File: src/common/slpsd_map.vh
// Constants for the latched power sink driver: widths, reset values, timing counts.
// Assumes it is included by bare name from every design file that needs it.
`ifndef SLPSD_MAP_VH
`define SLPSD_MAP_VH

// ****************************************************************
// Structure
// ****************************************************************
`define SLPSD_WIDTH 8
`define SLPSD_PIN_COUNT 5

// ****************************************************************
// Reset values
// ****************************************************************
`define SLPSD_SHIFT_RST 8'h00
`define SLPSD_STORE_RST 8'h00
`define SLPSD_BUF_RST 8'h00
// Pin order {data, shift clk, storage clk, clear_n, enable_n}
`define SLPSD_PIN_RST 5'h03

// ****************************************************************
// Timing
// ****************************************************************
`define SLPSD_CLK_PERIOD_NS 50
`define SLPSD_LINK_PERIOD_NS 400
`define SLPSD_TW_NS 20
`define SLPSD_TW_RAW ((`SLPSD_TW_NS + `SLPSD_CLK_PERIOD_NS - 1) / `SLPSD_CLK_PERIOD_NS)
`define SLPSD_TW_CYC ((`SLPSD_TW_RAW < 1) ? 1 : `SLPSD_TW_RAW)
`define SLPSD_LINK_CYC (`SLPSD_LINK_PERIOD_NS / `SLPSD_CLK_PERIOD_NS)

`endif

File: src/design/slpsd_sync.v
// Two-flop synchroniser for a group of independent level inputs.
// Assumes each bit is a slow level from outside the clk_sys domain.
`timescale 1ns/10ps

module slpsd_sync #(
  parameter WIDTH = 1,
  parameter [WIDTH-1:0] RST_VAL = {WIDTH{1'b0}}
) (
  input wire clk_sys,
  input wire reset,
  input wire [WIDTH-1:0] async_in,
  output reg [WIDTH-1:0] sync_q
);

  // ****************************************************************
  // Metastability stages
  // ****************************************************************
  reg [WIDTH-1:0] meta_q;

  // First stage is read by the second stage only
  always @(posedge clk_sys or posedge reset)
  begin
    if (reset)
    begin
      meta_q <= RST_VAL;
      sync_q <= RST_VAL;
    end
    else
    begin
      meta_q <= async_in;
      sync_q <= meta_q;
    end
  end

endmodule // slpsd_sync

File: src/design/slpsd_chan.v
// One open-drain sink channel: drives the enable from the buffer bit.
// Assumes the pad resolves the wire; drain_in is the pad level read back.
`timescale 1ns/10ps

module slpsd_chan (
  input wire clk_sys,
  input wire reset,
  input wire buf_bit,
  input wire drain_in,
  output reg drain_out,
  output reg drain_oe,
  output wire drain_level
);

  // ****************************************************************
  // Sink drive
  // ****************************************************************
  always @(posedge clk_sys or posedge reset)
  begin
    if (reset)
    begin
      drain_out <= 1'b0;
      drain_oe <= 1'b0;
    end
    else
    begin
      // Only ever pulls low; off means released
      drain_out <= 1'b0;
      drain_oe <= buf_bit;
    end
  end

  // ****************************************************************
  // Pad readback
  // ****************************************************************
  slpsd_sync #(
    .WIDTH(1),
    .RST_VAL(1'b1)
  ) u_level_sync (
    .clk_sys(clk_sys),
    .reset(reset),
    .async_in(drain_in),
    .sync_q(drain_level)
  );

endmodule // slpsd_chan

File: src/design/slpsd_top.v
// Serial-in latched power sink driver: shift stages, storage register,
// gated output buffer and eight open-drain sink channels.
// Assumes all control pins are asynchronous to clk_sys and change slowly
// compared with it; the shift clock is sampled and its edges found here.
`timescale 1ns/10ps
`include "slpsd_map.vh"

module slpsd_top #(
  parameter WIDTH = `SLPSD_WIDTH
) (
  input wire clk_sys,
  input wire reset,
  input wire shift_data_in,
  input wire shift_clock_in,
  input wire storage_latch_clock,
  input wire shift_clear_n,
  input wire output_enable_n,
  input wire [WIDTH-1:0] drain_in,
  output wire [WIDTH-1:0] drain_out,
  output wire [WIDTH-1:0] drain_oe,
  output wire [WIDTH-1:0] drain_level,
  output reg cascade_out,
  output reg [WIDTH-1:0] shift_stages,
  output reg [WIDTH-1:0] storage_bits,
  output reg [WIDTH-1:0] output_buffer
);

  // ****************************************************************
  // Pin synchronisation
  // ****************************************************************
  wire [`SLPSD_PIN_COUNT-1:0] pin_raw;
  wire [`SLPSD_PIN_COUNT-1:0] pin_sync;
  wire data_s;
  wire shift_clk_s;
  wire store_clk_s;
  wire clear_n_s;
  wire enable_n_s;

  assign pin_raw = {shift_data_in, shift_clock_in, storage_latch_clock,
                    shift_clear_n, output_enable_n};

  // Data and clocks share one delay, so data stays aligned to its clock
  slpsd_sync #(
    .WIDTH(`SLPSD_PIN_COUNT),
    .RST_VAL(`SLPSD_PIN_RST)
  ) u_pin_sync (
    .clk_sys(clk_sys),
    .reset(reset),
    .async_in(pin_raw),
    .sync_q(pin_sync)
  );

  assign data_s = pin_sync[4];
  assign shift_clk_s = pin_sync[3];
  assign store_clk_s = pin_sync[2];
  assign clear_n_s = pin_sync[1];
  assign enable_n_s = pin_sync[0];

  // ****************************************************************
  // Edge detection
  // ****************************************************************
  reg shift_clk_q;
  reg store_clk_q;
  wire shift_rise;
  wire store_rise;

  always @(posedge clk_sys or posedge reset)
  begin
    if (reset)
    begin
      shift_clk_q <= 1'b0;
      store_clk_q <= 1'b0;
    end
    else
    begin
      shift_clk_q <= shift_clk_s;
      store_clk_q <= store_clk_s;
    end
  end

  assign shift_rise = shift_clk_s & ~shift_clk_q;
  assign store_rise = store_clk_s & ~store_clk_q;

  // ****************************************************************
  // Shift stages
  // ****************************************************************
  reg [WIDTH-1:0] shift_d;

  always @*
  begin
    shift_d = shift_stages;
    if (!clear_n_s)
    begin
      // Clear is a level and beats any shift edge
      shift_d = `SLPSD_SHIFT_RST;
    end
    else if (shift_rise)
    begin
      shift_d = {shift_stages[WIDTH-2:0], data_s};
    end
  end

  always @(posedge clk_sys or posedge reset)
  begin
    if (reset)
    begin
      shift_stages <= `SLPSD_SHIFT_RST;
      cascade_out <= 1'b0;
    end
    else
    begin
      shift_stages <= shift_d;
      cascade_out <= shift_d[WIDTH-1];
    end
  end

  // ****************************************************************
  // Storage register
  // ****************************************************************
  reg [WIDTH-1:0] storage_d;

  // Same-cycle shift and store edges store the pre-shift stages
  always @*
  begin
    storage_d = storage_bits;
    if (store_rise)
    begin
      storage_d = shift_stages;
    end
  end

  always @(posedge clk_sys or posedge reset)
  begin
    if (reset)
    begin
      storage_bits <= `SLPSD_STORE_RST;
    end
    else
    begin
      storage_bits <= storage_d;
    end
  end

  // ****************************************************************
  // Output buffer
  // ****************************************************************
  reg [WIDTH-1:0] buffer_d;

  always @*
  begin
    buffer_d = output_buffer;
    if (enable_n_s)
    begin
      buffer_d = `SLPSD_BUF_RST;
    end
    else if (clear_n_s)
    begin
      // Transparent apart from the register stage for the pins
      buffer_d = storage_bits;
    end
  end

  always @(posedge clk_sys or posedge reset)
  begin
    if (reset)
    begin
      output_buffer <= `SLPSD_BUF_RST;
    end
    else
    begin
      output_buffer <= buffer_d;
    end
  end

  // ****************************************************************
  // Sink channels
  // ****************************************************************
  genvar ch;

  generate
    for (ch = 0; ch < WIDTH; ch = ch + 1)
    begin : g_chan
      slpsd_chan u_chan (
        .clk_sys(clk_sys),
        .reset(reset),
        .buf_bit(output_buffer[ch]),
        .drain_in(drain_in[ch]),
        .drain_out(drain_out[ch]),
        .drain_oe(drain_oe[ch]),
        .drain_level(drain_level[ch])
      );
    end
  endgenerate

endmodule // slpsd_top

File: config.mk
export PLATFORM = sky130hd
export DESIGN_NAME = slpsd_top
export DESIGN_NICKNAME = d
export VERILOG_FILES = /design/src/design/slpsd_sync.v /design/src/design/slpsd_chan.v /design/src/design/slpsd_top.v
export VERILOG_INCLUDE_DIRS = /design/src /design/src/common
export SDC_FILE = /design/constraint.sdc
export NUM_CORES = 1
export LEC_CHECK = 0
export ABC_AREA = 1
export BUFFER_PORTS_ARGS = -buffer_cell sky130_fd_sc_hd__buf_2
export CAP_MARGIN = 15
export CORE_ASPECT_RATIO = 0.6
export CORE_MARGIN = 8
export CORE_UTILIZATION = 50
export DETAILED_ROUTE_END_ITERATION = 10
export PLACE_DENSITY = 0.76
export SLEW_MARGIN = 20
export SYNTH_ARGS = -nofsm -noshare
export SYNTH_HDL_FRONTEND = slang
export SYNTH_SLANG_ARGS = --single-unit
File: constraint.sdc
create_clock -name clk_sys -period 2.14 [get_ports clk_sys]
set_clock_uncertainty 0.05 [all_clocks]
set_input_delay 0 -clock clk_sys [delete_from_list [all_inputs] [get_ports clk_sys]]
set_output_delay 0 -clock clk_sys [all_outputs]
set_load 0.01 [all_outputs]
Word level (Yosys, flattened, before mapping)
Index checks and enable logic that the tools add are counted.

word-level totals
  flip-flop bits (word level) = 60
  output and inout port bits = 49
  input bits = 15
  logic and storage cells = 42

cells by class
  reduce and logical (&&, ||, !) cells = 1
  mux-type cells = 4
  bitwise gates (word level) = 4
  eq/ne operators = 1

operator list
  operator            number
  $mux 8              4
  $and 1x1->1         2
  $ne 2x2->1 const B  1
  $not 1->1           2
  $reduce_bool 2->1   1

Depth between registers and ports, before layout
Gate-level depths: netlist (run 1).

  depth in word-level cells = 4
  depth in mapped cells = 4
  depth with buffers taken out = 4

Hierarchy
A second synthesis (run 1) with hierarchy kept.

unflattened totals
  cell total of the unflattened synthesis = 188
  area, all modules = 2,109.5 um^2

by module, submodules not included
  module                                           cells an instance  instances  area each (um^2)  seq. area each (um^2)
  slpsd_top                                        121                1          1,079.8           650.6
  slpsd_sync at g_chan[0].u_chan.u_level_sync ...  3                  8          56.3              52.6
  slpsd_chan                                       4                  8          40.0              25.0
  slpsd_sync at u_pin_sync                         11                 1          259.0             255.2

Least setup slack after synthesis (run 1)
No wires, ideal clock.

  kind = register to register
  start = reg u_pin_sync.sync_q[1]
  end = reg shift_stages[1]
  data arrival time = 0.885 ns
  setup time = 0.066 ns
  data required time = 2.024 ns
  setup slack = 1.139 ns
  stages on the path, launching flop included = 5
  path buffers = 2
  clock period less this slack = 1.001 ns
  cells stage by stage = dfstp_2 > buf_6 > buf_8 > nand4_1 > nand2_1

between the ends
  word-level cells in the longest chain between the ends = 1
  elaborated cells between the ends (all ways) = 2
  classes of those cells = eq/ne (1); mux (1)

RTL lines
  what                                                   RTL line         RTL
  start: declaration                                     slpsd_sync.v:12  output reg [WIDTH-1:0] sync_q
  start signal: assignment                               slpsd_sync.v:31  sync_q <= meta_q;
  $ne 2x2->1 (no source line) or $mux 8 (tied branches)  n/a
  end signal: assignment                                 slpsd_top.v:107  shift_stages <= `SLPSD_SHIFT_RST;
  end signal: assignment                                 slpsd_top.v:112  shift_stages <= shift_d;
  end: declaration                                       slpsd_top.v:23   output reg [WIDTH-1:0] shift_stages,

Parallel ways exist; a longest one is shown, timed or not.
A chain may end at the register's enable or synchronous reset.

Worst setup path in the final report (run 1)
  start = reg u_pin_sync.sync_q[1]
  end = reg output_buffer[3]

between the ends
  word-level cells in the longest chain between the ends = 1

RTL lines
  what                                RTL line         RTL
  $reduce_bool 2->1 (no source line)  n/a
  end signal: assignment              slpsd_top.v:167  output_buffer <= `SLPSD_BUF_RST;
  end signal: assignment              slpsd_top.v:171  output_buffer <= buffer_d;
  end: declaration                    slpsd_top.v:25   output reg [WIDTH-1:0] output_buffer

No other way between the ends.

==> metrics.txt, run 1 <==
Synth top cells by count=dfrtp_1, nand2_1, buf_4, nand3_1, dfstp_2; Post-synth EDFFs=0; Total GRT Usage=0.1273; first-pass GRT wire length=6.437 mm; number of global-route vias before repair=1355; slowest stage delay, CP=810 ps; Antenna Cells=0; Leak=1.452 nW; clock slew at reported path FFs=60 ps; Core ar.=4144 um^2; crit path max-delay cell type=dfstp_2; die width=101.3 um; Post-Syn Area per Cell=12.27 um^2; max cap viols=0; post-route setup slack=935.3 ps; Yosys reg bits=60; Reg power frac=0.487; Place WS=950.1 ps; Yosys top cell area share=0.4582; WL final=3.868 mm; Initial Utilization=0.5272; TritonRoute pass-1 iters=4; Post-Synth Adder-Cell Area=0; Max Fanout on Critical Path=25; Synth Area in Simple Gates=0.1575; main combinational cell family by area after synthesis=simple AND/OR/NAND/NOR gates; CTS tree=built; WP buf/inv=0; Placed Area=2281 um^2; RSZ-0062 raised after global routing=no; share of cells above drive strength 1=0.4188; Compound-Gate Fraction of Synth Area=0; cell area after layout=2653 um^2; clk sinks=60; Resized cells post-CTS=0; Chip Height=67.20 um; post-CTS repair timing setup buffer count=0; post-layout util=0.6401; Psw=0.4799 mW; CTS Hold Bufs=14; crit-path cells=nor2_4 > nand2_1 > nand2_1; ys async rst share=1.000; root buf cell=clkbuf_8; Sw Ratio=0.1940; initial antenna violation count=0; hold_ws=136.2 ps; status=completed; post-synth top area cell=dfrtp_1; most common flop cell mapped by yosys=dfrtp_1; Gate power share=0.041; fill count=360; critical path required time=2300 ps; Internal=1.994 mW; Top Family by Delay on Critical Path=flip-flops; synth top area cells=dfrtp_1, dfstp_2, buf_4; Die ar.=6810 um^2; nets=244; post-synthesis cell area=2185 um^2; Port Buf Inserts=55; Final min period=1205 ps; startpoint types=register; ANT nets after route=0; routed via count=1289; Final HPWL DP=2.651 mm; # setup viols final=0; CTS Buf Count=9; CP most frequent cell=nand2_1; Max rail drop VDD=0.7195 mV; IO Count=64; Slew Viols, Final=0; Synth Area in XOR/XNOR=0; FMAX=830.1 MHz; Max Buffers Root-to-Sink=2; post-synthesis sequential area ratio=0.6987; Syn. warnings=0; PwrDens=932.5 nW/um^2; drt first-iter violations=77; Hold Crit Class=input port to async pin; final setup TNS=0 ps; H-tree depth=3; Worst EP arrival=1370 ps; GRT overflow=0; # rows=18; per-cell routed wire length=13.16 um; Gate Count Post-Synth=178; synth unique cells=14; Area Overhead vs Synth=21.42%; vias per inst=4.384; clock share of power=0.471; CP Class=register to register; period utilization=0.5629; Worst Setup End Kind=register; final hold violation count=0; pin count of the biggest net entering global routing=26; Skew-Pair Late Insertion Delay=330 ps; routability cong.=0.7973; mux contribution to synthesized area=0; DRC errors left=0
flip-flops by register name (all words and copies together), names as in the netlist:
name,cells
g_chan.u_chan.drain_oe,8
g_chan.u_chan.u_level_sync.meta_q,8
g_chan.u_chan.u_level_sync.sync_q,8
output_buffer,8
shift_clk_q,1
shift_stages,8
storage_bits,8
store_clk_q,1
u_pin_sync.meta_q,5
u_pin_sync.sync_q,5
power groups by stage:
stage               clock (mW)  combinational [mW]  sequential, mW
detailed placement           0              0.0842            1.22
floorplan                    0              0.0849            1.21
global placement             0              0.0833            1.22
finish                    1.17               0.102            1.21
CTS                       1.20               0.104            1.21
global route              1.26               0.115            1.21
layout by cell type (no fill, tap or decap):
cell	n
dlygate4sd3_1	14
dfrtp_1	40
clkinv_2	2
clkbuf_1	2
nand4_1	8
clkbuf_8	9
conb_1	8
bufinv_16	3
nor2_4	1
buf_2	55
buf_4	2
dfstp_2	20
nand2_1	40
nand2_2	2
nand3_1	24
inv_2	4
through the flow:
| stage | total power, mW | std cells |
|---|---|---|
| global placement | 1.306 | 264 |
| detailed placement | 1.308 | 264 |
| CTS | 2.511 | 294 |
| global route | 2.580 | 294 |
| floorplan | 1.297 | 185 |
| finish | 2.474 | 294 |
layout make-up:
type	count	area, um^2	share of cell area
Multi-Input combinational cell	83	374.1	0.1410
Timing Repair Buffer	71	430.4	0.1623
Sequential cell	60	1526	0.5755
Tap cell	60	75.07	0.02830
Inverter	4	15.01	0.005660
Clock buffer	11	131.4	0.04953
Clock inverter	5	100.1	0.03774
kinds of logic after synthesis:
group                  after synthesis
buffers and inverters               42
and+or+nand+nor                     75
DFF                                 60
other                                1
metal layers:
| layer | vias up | part of all wire | track usage |
|---|---|---|---|
| met2 | 47 | 0.45 | 0.1941 |
| met3 | 11 | 0.093 | 0.06667 |
| met5 | - | 0 | 0 |
| met1 | 596 | 0.43 | 0.1397 |
| li1 | 635 | - | - |
| met4 | 0 | 0.021 | 0.08287 |
worst register-to-register path: stages, from the launching register on:
cell and delay (ps):
dfstp_2 810, nor2_4 110, nand2_1 80, nand2_1 50
path summary, 6_finish.rpt:
| kind | slack [ps] | cells past startpoint | end | startpoint |
|---|---|---|---|---|
| max | 940 | 3 | output_buffer[3]$_DFFE_PP0P_ | u_pin_sync.sync_q[1]$_DFF_PP1_ |
| min | 140 | 3 | g_chan[3].u_chan.drain_oe$_DFF_PP0_ | reset |
| max reg2reg | 940 | 3 | output_buffer[3]$_DFFE_PP0P_ | u_pin_sync.sync_q[1]$_DFF_PP1_ |
| min reg2reg | 300 | 0 | u_pin_sync.sync_q[4]$_DFF_PP0_ | u_pin_sync.meta_q[4]$_DFF_PP0_ |
| max in group asynchronous | 1230 | 4 | u_pin_sync.meta_q[0]$_DFF_PP1_ | reset |
| min in group clk_sys | 260 | 2 | u_pin_sync.meta_q[2]$_DFF_PP0_ | storage_latch_clock |
Power figures use the tool's default switching activity.
==> run 2, diff against run 1 <==
- CORE_UTILIZATION: 50 -> 45
- PLACE_DENSITY: 0.76 -> 0.72
- clock period: 2.14 -> 1.1 ns (I/O delays scaled with it)
==> metrics.txt, run 2 (synthesis gave the netlist of run 1 again) <==
status=completed; die width=106.0 um (+4.6%); Skew-Pair Late Insertion Delay=330 ps (about the same); RSZ-0062 raised after global routing=no; clock share of power=0.431 (-0.040); startpoint types=register; slowest stage delay, CP=560 ps (-250 ps); Leak=1.471 nW (+1.3%); clock slew at reported path FFs=60 ps (about the same); Final min period=1031 ps (-174.1 ps); ANT nets after route=0 (unchanged); WL final=3.977 mm (+2.8%); Initial Utilization=0.4737 (-0.05349); area of the multi-input gates=374.1 um^2 (unchanged); drt first-iter violations=51 (-34%); Area Overhead vs Synth=23.65%; Total GRT Usage=0.1152 (-0.01202); Internal=3.565 mW (+79%); Max Fanout on Critical Path=15 (-40%); post-route setup slack=69.43 ps (-865.9 ps); reg2reg setup slack=70 ps (-870 ps); initial antenna violation count=0 (unchanged); per-cell routed wire length=13.13 um (-0.24%); clk sinks=60 (unchanged); Max Buffers Root-to-Sink=2 (unchanged); most frequent cells in the layout=buf_2, nand2_1, dfrtp_1; CTS Buf Count=9 (unchanged); crit path max-delay cell type=dfstp_2; Sw Ratio=0.2126 (+0.01854); Place WS=65.63 ps (-884.5 ps); GRT overflow=0 (unchanged); critical path required time=1270 ps (-1030 ps); fill count=403 (+12%); routed via count=1366 (+6.0%); CP most frequent cell=nand2_1; Psw=0.9624 mW (+100%); FF-to-FF Start=u_pin_sync.sync_q[1]$_DFF_PP1_; final hold violation count=0 (unchanged); DRC errors left=0 (unchanged); Final HPWL DP=2.873 mm (+8.4%); FF-to-FF End=output_buffer[6]$_DFFE_PP0P_; number of global-route vias before repair=1371 (+1.2%); max cap viols=0 (unchanged); post-layout util=0.5857 (-0.05437); Slew Viols, Final=0 (unchanged); vias per inst=4.508 (+2.8%); post-CTS repair timing setup buffer count=0 (unchanged); Die ar.=7413 um^2 (+8.9%); Port Buf Inserts=55 (unchanged); Core ar.=4612 um^2 (+11%); Gate power share=0.054 (+0.013); root buf cell=clkbuf_8; Antenna Cells=0 (unchanged); Worst EP arrival=1200 ps (-170 ps); Worst Setup End Kind=register; Hold Crit Class=input port to async pin; # rows=19 (+1); # setup viols final=0 (unchanged); CTS tree=built; Reg power frac=0.514 (+0.027); register area=1526 um^2 (unchanged); routability cong.=0.7890 (-1.0%); Chip Height=69.97 um (+4.1%); final setup TNS=0 ps (unchanged); crit-path cells=buf_12 > nor2_4 > nand2_1 > nand2_1; PwrDens=1676 nW/um^2 (+80%); H-tree depth=3 (unchanged); pin count of the biggest net entering global routing=32 (+23%); most common cell after layout, fill and taps aside=buf_2; Power Total=4.528 mW (+83%); period utilization=0.9369 (+0.3740); nets=250 (+2.5%); CP Class=register to register; first-pass GRT wire length=6.679 mm (+3.8%); IO Count=64 (unchanged); Max rail drop VDD=0.8642 mV (+20%); worst-case reg-to-reg path depth=4 (+1); TritonRoute pass-1 iters=4 (unchanged); share of cells above drive strength 1=0.4375 (+0.01870); FMAX=970.3 MHz (+17%)
==> run 2: power by group through the flow <==
| stage | clock, mW | sequential [mW] | combinational [mW] |
|---|---|---|---|
| 6_report | 1.95 | 2.33 | 0.245 |
| 5_1_grt | 2.11 | 2.34 | 0.272 |
| 4_1_cts | 2.01 | 2.33 | 0.250 |
| 3_5_place_dp | 0 | 2.37 | 0.212 |
| 3_3_place_gp | 0 | 2.36 | 0.206 |
| 2_1_floorplan | 0 | 2.36 | 0.166 |
==> run 2: final cells by class <==
type | instances | area share
sequential | 60 | 0.5651
timing repair buffer | 77 | 0.1853
multi-input combinational | 83 | 0.1385
clock buffer | 12 | 0.05743
tap | 63 | 0.02918
clock inverter | 4 | 0.01760
inverter | 4 | 0.006948
==> run 2: stage by stage <==
stage	area [um^2]	hold slack, ps	std cells
2_1_floorplan	2215	-45.52	185
3_3_place_gp	2359	-95.71	273
3_5_place_dp	2359	-90.27	273
4_1_cts	2701	111.0	303
5_1_grt	2701	128.3	303
6_report	2701	114.5	303
==> run 2: timing repair <==
item	CTS	global route
endpoints found under the hold margin	55	0
resized for setup	0	0
hold buffers	14	0
==> run 2: worst max-delay path by stage <==
stage | startpoint | slack [ps] | cells past startpoint | to
after global placement | u_pin_sync.sync_q[1]$_DFF_PP1_ | 110 | 4 | output_buffer[4]$_DFFE_PP0P_
final | u_pin_sync.sync_q[1]$_DFF_PP1_ | 70 | 4 | output_buffer[6]$_DFFE_PP0P_
after detailed placement | u_pin_sync.sync_q[1]$_DFF_PP1_ | 70 | 4 | output_buffer[6]$_DFFE_PP0P_
after global routing | u_pin_sync.sync_q[1]$_DFF_PP1_ | 20 | 4 | output_buffer[2]$_DFFE_PP0P_
after floorplan | u_pin_sync.sync_q[1]$_DFF_PP1_ | 100 | 4 | shift_stages[1]$_DFFE_PP0P_
after CTS | u_pin_sync.sync_q[1]$_DFF_PP1_ | 60 | 4 | output_buffer[6]$_DFFE_PP0P_
==> run 2: layer usage <==
metal  global-route usage  up-vias  part of all wire
met5                    0        -                 0
met4              0.04651        0            0.0060
met3              0.06502        4             0.078
met2               0.1802       47              0.47
met1               0.1272      659              0.45
li1                     -      656                 -
==> run 2: worst max-delay path: cells and delay by family, from the launching register on <==
kind                   cells  cell delay [ps]
buffers and inverters      1              140
flip-flops                 1              560
AND/OR/NAND/NOR            3              170
